## config.mk

```make
export PLATFORM = sky130hd
export DESIGN_NAME = bus_status_reset
export DESIGN_NICKNAME = d
export VERILOG_FILES = /design/src/rtl/bus_status_pkg.sv /design/src/rtl/reset_sync.sv /design/src/rtl/bus_status_reset.sv
export SDC_FILE = /design/constraint.sdc
export NUM_CORES = 1
export LEC_CHECK = 0
export BUFFER_PORTS_ARGS = -buffer_cell sky130_fd_sc_hd__buf_2
export CAP_MARGIN = 20
export CORE_MARGIN = 2
export CORE_UTILIZATION = 40
export DETAILED_ROUTE_END_ITERATION = 7
export GPL_TIMING_DRIVEN = 0
export SYNTH_ARGS = -nofsm -noshare
export SYNTH_HDL_FRONTEND = slang
export SYNTH_SLANG_ARGS = --single-unit
export TNS_END_PERCENT = 100
```

## constraint.sdc

```tcl
create_clock -name i_ref_clk -period 5.7 [get_ports i_ref_clk]
set_input_delay 0.285 -clock i_ref_clk [delete_from_list [all_inputs] [get_ports i_ref_clk]]
set_output_delay 0.285 -clock i_ref_clk [all_outputs]
set_load 0.03 [all_outputs]
```

## src/rtl/bus_status_pkg.sv

```systemverilog
package bus_status_pkg;

	// cycle status codes, bits 2..0
	localparam logic [2:0] CYC_INTA = 3'h0;
	localparam logic [2:0] CYC_IO_RD = 3'h1;
	localparam logic [2:0] CYC_IO_WR = 3'h2;
	localparam logic [2:0] CYC_HALT = 3'h3;
	localparam logic [2:0] CYC_FETCH = 3'h4;
	localparam logic [2:0] CYC_MEM_RD = 3'h5;
	localparam logic [2:0] CYC_MEM_WR = 3'h6;
	localparam logic [2:0] CYC_PASSIVE = 3'h7;

	localparam logic [19:0] RESET_ADDR = 20'hffff0;

	// reset timing
	localparam int CLK_PERIOD_NS = 40;
	localparam int RESET_MIN_US = 1000;
	localparam int RESET_MIN_CYC = (RESET_MIN_US * 1000 + CLK_PERIOD_NS - 1)
		/ CLK_PERIOD_NS;
	localparam int STABLE_CLK_PERIODS = 4;
	// 6.5 periods after release, rounded up
	localparam int FETCH_DELAY_HALF = 13;
	localparam int FETCH_DELAY_CYC = (FETCH_DELAY_HALF + 1) / 2;

	typedef enum logic [2:0] {
		T_IDLE = 3'h0,
		T_ADDR = 3'h1,
		T_TURN = 3'h3,
		T_DATA = 3'h2,
		T_END = 3'h6
	} bus_phase_t;

endpackage

```

## src/rtl/reset_sync.sv

```systemverilog
`timescale 1ns/1ns
module reset_sync (
	input wire logic i_ref_clk,
	input wire logic i_clk_en,
	input wire logic i_raw_n,
	output logic o_sync_n
);
	logic [1:0] stage;

	// async assert, sync release; stage[0] only feeds stage[1]
	always_ff @(posedge i_ref_clk or negedge i_raw_n) begin
		if (!i_raw_n) begin
			stage <= 2'h0;
		end else if (i_clk_en) begin
			// frozen with the rest of the block while enable is low
			stage <= {stage[0], 1'b1};
		end
	end

	assign o_sync_n = stage[1];
endmodule

```

## src/rtl/bus_status_reset.sv

```systemverilog
`timescale 1ns/1ns
// What this block does
// read strobe waits until bus floated
// read strobe floats during bus hold
// reset aborts, clears, vectors to ffff0h
// reset source holds reset 1 ms
// reset synchronised before use
// clock stable four periods during reset
// first fetch 6.5 clocks after release
// refresh strobe low for dram refresh
// strap high: skip bit suppresses address
// strap low: address always on bus
// address strap caught one clock after release
// refresh/strap pin floats in hold, test
// three status bits encode cycle type
// status bits float during hold
// dma flag high t2-t4, floats hold/reset
// half clock strap low: divide by two
// pin driver must not pull low in reset
// strap low returns emulator pins normal
// straps held until next reset
// both test pins low floats all
module bus_status_reset
	import bus_status_pkg::*;
#(
	parameter int RESET_FILTER_CYC = RESET_MIN_CYC
) (
	input wire logic i_ref_clk,
	input wire logic i_rst_n,
	input wire logic i_clk_en,
	input wire logic i_addr_bus_strap,
	input wire logic i_half_clock_strap,
	input wire logic i_float_test0_n,
	input wire logic i_float_test1_n,
	input wire logic i_hold_req,
	input wire logic i_cycle_start,
	input wire logic [2:0] i_cycle_type,
	input wire logic i_cycle_dma,
	input wire logic i_cycle_refresh,
	input wire logic i_cycle_upper_sel,
	input wire logic i_cycle_lower_sel,
	input wire logic i_psram_mode,
	input wire logic i_up_skip_addr_phase_bit,
	input wire logic i_low_skip_addr_phase_bit,
	output logic o_system_clock_out,
	output logic o_fetch_start,
	output logic [19:0] o_fetch_addr,
	output logic o_hold_ack,
	output logic [2:0] o_cycle_status,
	output logic o_cycle_status_oe_n,
	output logic o_read_strobe_n,
	output logic o_read_strobe_oe_n,
	output logic o_mux_addr_phase,
	output logic o_muxed_addr_data_oe_n,
	output logic o_refresh_strobe_n,
	output logic o_refresh_strobe_oe_n,
	output logic o_dma_cycle_flag,
	output logic o_dma_cycle_flag_oe_n,
	output logic o_emulator_pins_normal,
	output logic o_float_all_test_mode,
	output logic o_half_clock_mode,
	output logic o_addr_phase_enabled
);

	////////////////////////////////////////////////////////////////////////
	// input synchronisers

	logic rst_sync_n;
	logic [1:0] s_addr_bus_strap;
	logic [1:0] s_half;
	logic [1:0] s_ft0;
	logic [1:0] s_ft1;

	reset_sync u_reset_sync (
		.i_ref_clk(i_ref_clk),
		.i_clk_en(i_clk_en),
		.i_raw_n(i_rst_n),
		.o_sync_n(rst_sync_n)
	);

	// pins from outside the clock domain, two flops each
	always_ff @(posedge i_ref_clk or negedge i_rst_n) begin
		if (!i_rst_n) begin
			s_addr_bus_strap <= 2'h3;
			s_half <= 2'h3;
			s_ft0 <= 2'h3;
			s_ft1 <= 2'h3;
		end else if (i_clk_en) begin
			s_addr_bus_strap <= {s_addr_bus_strap[0], i_addr_bus_strap};
			s_half <= {s_half[0], i_half_clock_strap};
			s_ft0 <= {s_ft0[0], i_float_test0_n};
			s_ft1 <= {s_ft1[0], i_float_test1_n};
		end
	end

	////////////////////////////////////////////////////////////////////////
	// state

	typedef struct packed {
		logic in_reset;
		logic [12:0] reset_cnt;
		logic straps_taken;
		logic addr_bus_strap_pending;
		logic addr_bus_strap;
		logic half;
		logic float_all;
		logic [2:0] fetch_cnt;
		logic fetch_start;
		logic [19:0] fetch_addr;
		logic div_ph;
		logic clk_out;
		bus_phase_t phase;
		logic [2:0] ctype;
		logic dma;
		logic rfsh;
		logic skip;
		logic hold;
		logic [2:0] cs;
		logic cs_oe_n;
		logic rd_n;
		logic rd_oe_n;
		logic addr_ph;
		logic ad_oe_n;
		logic rf_n;
		logic rf_oe_n;
		logic s6;
		logic s6_oe_n;
	} state_t;

	state_t r;
	state_t next_r;

	localparam state_t RESET_STATE = '{
		in_reset: 1'b1,
		reset_cnt: 13'h0,
		straps_taken: 1'b0,
		addr_bus_strap_pending: 1'b0,
		addr_bus_strap: 1'b1,
		half: 1'b0,
		float_all: 1'b0,
		fetch_cnt: 3'h0,
		fetch_start: 1'b0,
		fetch_addr: RESET_ADDR,
		div_ph: 1'b0,
		clk_out: 1'b0,
		phase: T_IDLE,
		ctype: CYC_PASSIVE,
		dma: 1'b0,
		rfsh: 1'b0,
		skip: 1'b0,
		hold: 1'b0,
		cs: CYC_PASSIVE,
		cs_oe_n: 1'b0,
		rd_n: 1'b1,
		rd_oe_n: 1'b0,
		addr_ph: 1'b0,
		ad_oe_n: 1'b1,
		rf_n: 1'b1,
		rf_oe_n: 1'b1,
		s6: 1'b0,
		s6_oe_n: 1'b1
	};

	localparam logic [12:0] FILTER_MAX = 13'(RESET_FILTER_CYC > 8191 ? 8191
		: RESET_FILTER_CYC);
	// two sync edges and the strap edge already count towards the delay
	localparam logic [2:0] FETCH_WAIT = 3'(FETCH_DELAY_CYC - 3);

	logic bus_float;

	always_comb begin
		next_r = r;
		next_r.fetch_start = 1'b0;
		// output clock toggles, or every other edge in half mode
		next_r.div_ph = ~r.div_ph;
		if (!r.half || r.div_ph) begin
			next_r.clk_out = ~r.clk_out;
		end

		if (!rst_sync_n) begin
			// abandon everything but the latched straps, point at reset vector
			next_r = RESET_STATE;
			next_r.addr_bus_strap = r.addr_bus_strap;
			next_r.half = r.half;
			next_r.float_all = r.float_all;
			next_r.clk_out = ~r.clk_out;
		end else if (r.in_reset) begin
			// rising reset edge: sample clock and test straps
			next_r.in_reset = 1'b0;
			next_r.half = ~s_half[1];
			next_r.float_all = ~s_ft0[1] & ~s_ft1[1];
			next_r.addr_bus_strap_pending = 1'b1;
			next_r.fetch_cnt = 3'h0;
		end else begin
			if (r.addr_bus_strap_pending) begin
				next_r.addr_bus_strap = s_addr_bus_strap[1];
				next_r.addr_bus_strap_pending = 1'b0;
				next_r.straps_taken = 1'b1;
			end
			if (!r.straps_taken || r.fetch_cnt != FETCH_WAIT) begin
				if (r.fetch_cnt != FETCH_WAIT) begin
					next_r.fetch_cnt = r.fetch_cnt + 3'h1;
				end
				next_r.fetch_start = (r.fetch_cnt + 3'h1) == FETCH_WAIT;
				next_r.fetch_addr = RESET_ADDR;
			end
			next_r.reset_cnt = 13'h0;
			// bus hold only taken between cycles
			if (r.phase == T_IDLE) begin
				next_r.hold = i_hold_req;
			end
			case (r.phase)
				T_IDLE: begin
					if (i_cycle_start && !i_hold_req && r.fetch_cnt == FETCH_WAIT) begin
						next_r.phase = T_ADDR;
						next_r.ctype = i_cycle_type;
						next_r.dma = i_cycle_dma;
						next_r.rfsh = i_cycle_refresh;
						// skip bit honoured only with the strap high
						next_r.skip = r.addr_bus_strap &
							((i_cycle_upper_sel & i_up_skip_addr_phase_bit) |
							(i_cycle_lower_sel & i_low_skip_addr_phase_bit));
					end
				end
				T_ADDR: next_r.phase = T_TURN;
				T_TURN: next_r.phase = T_DATA;
				T_DATA: next_r.phase = T_END;
				T_END: next_r.phase = T_IDLE;
				default: next_r.phase = T_IDLE;
			endcase
		end

		// pin outputs derived from the next phase
		bus_float = next_r.float_all;
		next_r.cs = (next_r.phase == T_IDLE || next_r.phase == T_END)
			? CYC_PASSIVE : next_r.ctype;
		next_r.cs_oe_n = next_r.hold | bus_float;
		next_r.addr_ph = next_r.phase == T_ADDR && !next_r.skip;
		next_r.ad_oe_n = !next_r.addr_ph || next_r.hold || bus_float;
		// turnaround keeps strobe off while the bus is released
		next_r.rd_n = !(next_r.phase == T_DATA &&
			(next_r.ctype == CYC_MEM_RD || next_r.ctype == CYC_IO_RD ||
			next_r.ctype == CYC_FETCH));
		next_r.rd_oe_n = next_r.hold | bus_float;
		// psram mode uses its own refresh select instead
		next_r.rf_n = !(next_r.rfsh && !i_psram_mode &&
			next_r.phase != T_IDLE);
		next_r.rf_oe_n = next_r.hold | bus_float | next_r.in_reset;
		next_r.s6 = next_r.dma && (next_r.phase == T_TURN ||
			next_r.phase == T_DATA || next_r.phase == T_END);
		next_r.s6_oe_n = next_r.hold | bus_float | next_r.in_reset;
	end

	// stretch sync reset is not needed: source holds it 1 ms
	always_ff @(posedge i_ref_clk or negedge i_rst_n) begin
		if (!i_rst_n) begin
			r <= RESET_STATE;
		end else if (i_clk_en) begin
			r <= next_r;
		end
	end

	////////////////////////////////////////////////////////////////////////
	// outputs, all straight from flops

	assign o_system_clock_out = r.clk_out;
	assign o_fetch_start = r.fetch_start;
	assign o_fetch_addr = r.fetch_addr;
	assign o_hold_ack = r.hold;
	assign o_cycle_status = r.cs;
	assign o_cycle_status_oe_n = r.cs_oe_n;
	assign o_read_strobe_n = r.rd_n;
	assign o_read_strobe_oe_n = r.rd_oe_n;
	assign o_mux_addr_phase = r.addr_ph;
	assign o_muxed_addr_data_oe_n = r.ad_oe_n;
	assign o_refresh_strobe_n = r.rf_n;
	assign o_refresh_strobe_oe_n = r.rf_oe_n;
	assign o_dma_cycle_flag = r.s6;
	assign o_dma_cycle_flag_oe_n = r.s6_oe_n;
	assign o_emulator_pins_normal = ~r.addr_bus_strap;
	assign o_float_all_test_mode = r.float_all;
	assign o_half_clock_mode = r.half;
	assign o_addr_phase_enabled = r.addr_bus_strap;

endmodule

```

; ---- Word-level counts from Yosys, hierarchy flattened
; Index checks and enable logic that the tools add are counted.
[word_totals]
regBits = 62
inputBits = 19
elab_cells = 116
[op_classes]
n_addsub = 1
eq_ne = 19
mux = 19
bitwise = 14
n_reduce_logical = 33
[op_table]
columns = cell, n
row1 = $mux W43, 1
row2 = $mux W24, 1
row3 = $mux W21, 1
row4 = $mux W10, 2
row5 = $eq A3 B3 Y1 const B, 5
row6 = $mux W14, 1
row7 = $eq A3 B2 Y1 const B, 4
row8 = $mux W3, 4
row9 = $pmux W3 S4, 1
row10 = $reduce_and A3 Y1, 4
row11 = $eq A3 B1 Y1 const B, 3
row12 = $logic_or A1 B1 Y1, 9
row13 = $mux W9, 1
row14 = $ne A3 B3 Y1 const B, 3
row15 = $logic_not A1 Y1, 8
row16 = $ne A2 B2 Y1 const B, 4
row17 = $logic_and A1 B1 Y1, 7
row18 = $not A1 Y1, 7
row19 = $logic_not A3 Y1, 2
row20 = $mux W6, 1
row21 = $and A1 B1 Y1, 4
row22 = $mux W1, 4
row23 = $mux W2, 2
row24 = $reduce_and A4 Y1, 1
row25 = other kinds (4), 6

; ---- Logic depth before layout (Yosys ltp)
[logic_depth]
ltp_word = 12
mapped_depth = 7

; ---- Modules after synthesis
; From an unflattened synthesis, not the netlist that was laid out.
[hier_totals]
hier_cells = 232
hier_area_um2 = 2404.8
[by_module_without_submodules]
columns = module, n_inst, cells_per_inst, area_each_um2, seq_area_each_um2
row1 = bus_status_reset, 1, 228, 2333.5, 1052.3
row2 = reset_sync, 1, 4, 71.3, 50.0

; ---- Worst setup path after synthesis
; No wires, ideal clock.
[synth_path]
kind = reg-to-reg
start = register r[19] in the netlist's numbering
end = register r, in the netlist o_mux_addr_phase
setup_time_ps = 125
t_arrival_ps = 1736
required_time_ps = 5575
path_slack_ps = 3839
stages_incl_launch_ff = 7
synth_period_minus_slack_ps = 1861
cell_sequence = dfrtp_1 > buf_6 > or4_1 > buf_2 > nor4_4 > a2111oi_2 > mux2_4
[synth_between]
elab_chain_cells = 6
[synth_rtl]
columns = element, line
row1 = "start, declared", bus_status_reset.sv:130  ; state_t r;
row2 = "start signal, assigned", bus_status_reset.sv:259  ; r <= next_r;
row3 = $eq A3 B2 Y1 (tied with other cells), bus_status_reset.sv:212  ; case (r.phase)
row4 = $pmux W3 S4 or $mux W6 (tied branches), bus_status_reset.sv:212
row5 = $mux W10 (*), bus_status_reset.sv:187  ; end else if (r.in_reset) begin
row6 = $mux W10 (*), bus_status_reset.sv:180  ; if (!rst_sync_n) begin
row7 = $eq A3 B1 Y1 or $logic_not A1 Y1 (tied branches), bus_status_reset.sv:238  ; next_r.addr_ph = next_r.phase == T_ADDR && !next_r.skip;
row8 = $logic_and A1 B1 Y1 (*), bus_status_reset.sv:238
; Every way passes the cells marked *; elsewhere a longest branch is shown, timed or not.
; A chain may end at the register's enable or synchronous reset.

; ---- Worst setup path after layout
[layout_path]
start = register r[45] in the netlist's numbering
end = register r, in the netlist o_mux_addr_phase
[layout_between]
elab_chain_cells = 8
[layout_rtl]
columns = element, line
row1 = $eq A3 B3 Y1 (*), bus_status_reset.sv:214  ; if (i_cycle_start && !i_hold_req && r.fetch_cnt == FETCH_WAIT) begin
row2 = $logic_and A1 B1 Y1 (*), bus_status_reset.sv:214
row3 = $mux W9 (*), bus_status_reset.sv:214
row4 = $pmux W3 S4 or $mux W6 (tied branches), bus_status_reset.sv:212
row5 = $mux W10 (*), bus_status_reset.sv:187
row6 = $mux W10 (*), bus_status_reset.sv:180
row7 = $eq A3 B1 Y1 or $logic_not A1 Y1 (tied branches), bus_status_reset.sv:238
row8 = $logic_and A1 B1 Y1 (*), bus_status_reset.sv:238
; Marks and branches as above.

==> flow_summary.yaml <==
placed_design:
  place_ws_ns: 3.49
  portBuffers: 52
  place_hpwl_um: 3700
  place.gp.congestion: 0.755
flow_run:
  cap_violations: 0
critical_path:
  crit_slowest_cell: "a2111oi_2"
  critPathArrivalTime_ns: 2.46
  path_class: "reg -> reg"
  max_stage_delay_ns: 0.51
  start_kind: "flop"
  crit_chain: "inv_1, ha_1, and4b_1, clkbuf_1, nand2_1, a2111oi_2, mux2_4"
  worstPathRequired_ns: 5.93
  worst_setup_path_end_kind: "flop"
  path_max_fanout: 7
routing:
  avgViaCountPerCell: 5.01
  firstDrtPassIters: 4
  avgRoutedWirePerCell_um: 14.3
  drc: 0
  wirelength_um: 5170
  vias: 1808
  ant_nets: 0
  drtIter0Drc: 154
yosys:
  syn_inst: 226
  ys_seq_area_share_pct: 48.0
  synthSimpleGateAreaFrac_pct: 13.6
  synth_top_area_share_pct: 24.0
  synth_edf_count: 0
  yosysWarnings: 0
  synth-seq-cells: 43
  synth_top_area_cell: "dfstp_2"
  synth.most_common_cell: "buf_4"
  synth.top_cells.by_count: "buf_4, dfrtp_1, dfstp_2"
  synth_area_um2: 2300
  synth_compound_area_share_pct: 16.0
  post_synth_fa_ha_maj_area_fraction_pct: 1.63
  synth_top_family_by_area: "compound AO/OA/AOI/OAI gates"
  yosys.area_share.xor_xnor_pct: 0.763
  synthMuxAreaShare_pct: 7.30
  synth_async_sr_flop_share_pct: 100
  synth_cell_types: 46
  synth_flop_cell: "dfrtp_1"
  avgSynthCellArea_um2: 10.2
  synth_area_leaders: "dfstp_2, dfrtp_1, buf_4"
power_and_ir_drop:
  combPwrFrac_pct: 33.0
  ir_drop_mv: 0.208
  power.internal_uw: 617
  power_frac_clock_pct: 24.6
  p_switching_uw: 349
  p_per_area_nw_per_um2: 349
  finalPower_uw: 966
  seq_power_share_pct: 42.4
  leakage_nw: 1.22
  p_sw_share_pct: 36.1
cts:
  post_cts_buffers: 0
  cts.root.buffer_cell: "clkbuf_8"
  ctsHtreeMaxLevel: 2
  cts_buffers: 5
  clkTransAtPathRegs_ns: 0.09
  post_cts_resized: 0
  cts_tree: "built"
  clkSinkCount: 43
  clock_latency_ns: 0.29
  cts_buffer_depth: 2
  cts_hold_buf: 0
min_path:
  hp-class: "in -> async"
floorplanning:
  die_y_um: 79.8
  io_pins: 58
  coreArea_um2: 5540
  design.die.area_um2: 6360
  die_width_um: 79.8
  initial_core_util_pct: 41.4
  rows: 27
timing:
  finalHoldViolCount: 0
  min_period_ns: 2.22
  finalMaxSlewViolations: 0
  rsz0062_at_grt: "no"
  worst_slew_margin_rel_pct: 37.2
  skew_ns: 0.00529
  finalSetupTns_ns: 0
  setup_viol: 0
  finalCritPeriodShare_pct: 39.0
  setup_slack_ns: 3.48
  worst_slew_pin_slew_ns: 0.942
  fmax_mhz: 450
finish:
  fillCellCount: 548
  area_delta_synth_final_pct: 20.7
  drive_above_1_share_pct: 43.6
  n_antenna_cell: 0
  final_core_util_pct: 50.0
  final_nets: 310
global_route:
  grt_first_pass_wirelength_um: 8550
  grt.total_usage_pct: 17.4
  grt_start_max_net_pins: 44
  grt_antenna_before_repair: 0
  overflow: 0
  grt_pass1_vias: 1715
outcome:
  outcome: "complete, no violations"
-- state kept, by name (all words and copies together), names as in the netlist, 2 cells and up --
name	flops
r	16
o_cycle_status	3
s_addr_bus_strap	2
s_ft0	2
s_ft1	2
s_half	2
u_reset_sync.stage	2
-- metrics by stage --
stage,std cells,hold slack (ns),instance area (um^2)
floorplan,229,-0.0106,2310
global placement,353,0.454,2660
detailed placement,353,0.453,2660
CTS,361,0.170,2770
global route,361,0.215,2770
finish,361,0.146,2770
-- worst max-delay path, delay by kind of cell (launching register included) --
kind	cells	cell delay (ns)
buf+inv	2	0.33
compound gates	1	0.51
flops	1	0.42
simple gates	2	0.44
fa+ha+maj	1	0.25
mux	1	0.21
-- power by group through the flow --
stage          clock [mW]  combinational, mW  sequential [mW]
2_1_floorplan           0              0.195            0.451
3_3_place_gp            0              0.317            0.414
3_5_place_dp            0              0.319            0.415
4_1_cts             0.243              0.320            0.410
5_1_grt             0.260              0.348            0.419
6_report            0.237              0.319            0.410
-- routing by layer --
layer  part of all wire [%]  vias up  track usage (%)
li1                       -      901                -
met1                     47      857             24.6
met2                     48       48             27.6
met3                    4.8        2             3.51
met4                   0.44        0             3.90
met5                      0        -                0
-- cell usage in the layout, fill, tap and decap left out, types with 2 or more instances in the layout --
cell type  instances
buf_2             55
buf_4             25
dfrtp_1           22
dfstp_2           21
nor2_1            17
a21oi_1           12
nand2_1           12
o21ai_0           12
mux2_2            10
inv_1              9
clkbuf_1           9
nand3_1            9
a31oi_1            9
o2bb2ai_1          6
clkbuf_8           5
mux2i_1            4
conb_1             4
and3_1             3
a41oi_1            3
ha_1               3
buf_1              2
o211ai_1           2
and4_1             2
nand2b_1           2
nor3_1             2
a22oi_1            2
and2_1             2
o21a_1             2
a22o_1             2
-- cell type report --
cell class              count  area, um^2  area share, %
plain buffers              40         255           9.21
clock buffers               5        68.8           2.48
clock inverters             3        43.8           1.58
inverters                   9        33.8           1.22
multi-input cells         137         916           33.1
flip-flops and latches     43        1100           39.8
well taps                  72        90.1           3.25
repair buffers             52         260           9.39
-- cells by family (layout without fill, tap and decap cells) --
logic type | after synthesis | in the layout
xor+xnor | 2 | 2
other cells | 1 | 4
simple gates | 58 | 58
compound gates | 55 | 55
mux | 15 | 15
buf+inv | 49 | 109
flops | 43 | 43
fa+ha+maj | 3 | 3
-- worst paths after layout --
| path | startpoint | to | slack, ns | depth (start not counted) |
|---|---|---|---|---|
| worst max-delay path | r[45]$_DFFE_PN0P_ | o_mux_addr_phase$_DFFE_PN0P_ | 3.48 | 7 |
| worst min register to register | o_system_clock_out$_DFFE_PN0P_ | o_system_clock_out$_DFFE_PN0P_ | 0.47 | 1 |
| max in group asynchronous | i_rst_n | r[19]$_DFFE_PN0P_ | 4.98 | 1 |
| worst min-delay path | i_rst_n | u_reset_sync.stage[0]$_DFFE_PN0P_ | 0.15 | 1 |
| min in group i_ref_clk | i_addr_bus_strap | s_addr_bus_strap[0]$_DFFE_PN1P_ | 0.22 | 2 |
| worst max register to register | r[45]$_DFFE_PN0P_ | o_mux_addr_phase$_DFFE_PN0P_ | 3.48 | 7 |
Note: power is estimated with default switching activity, not from simulation.
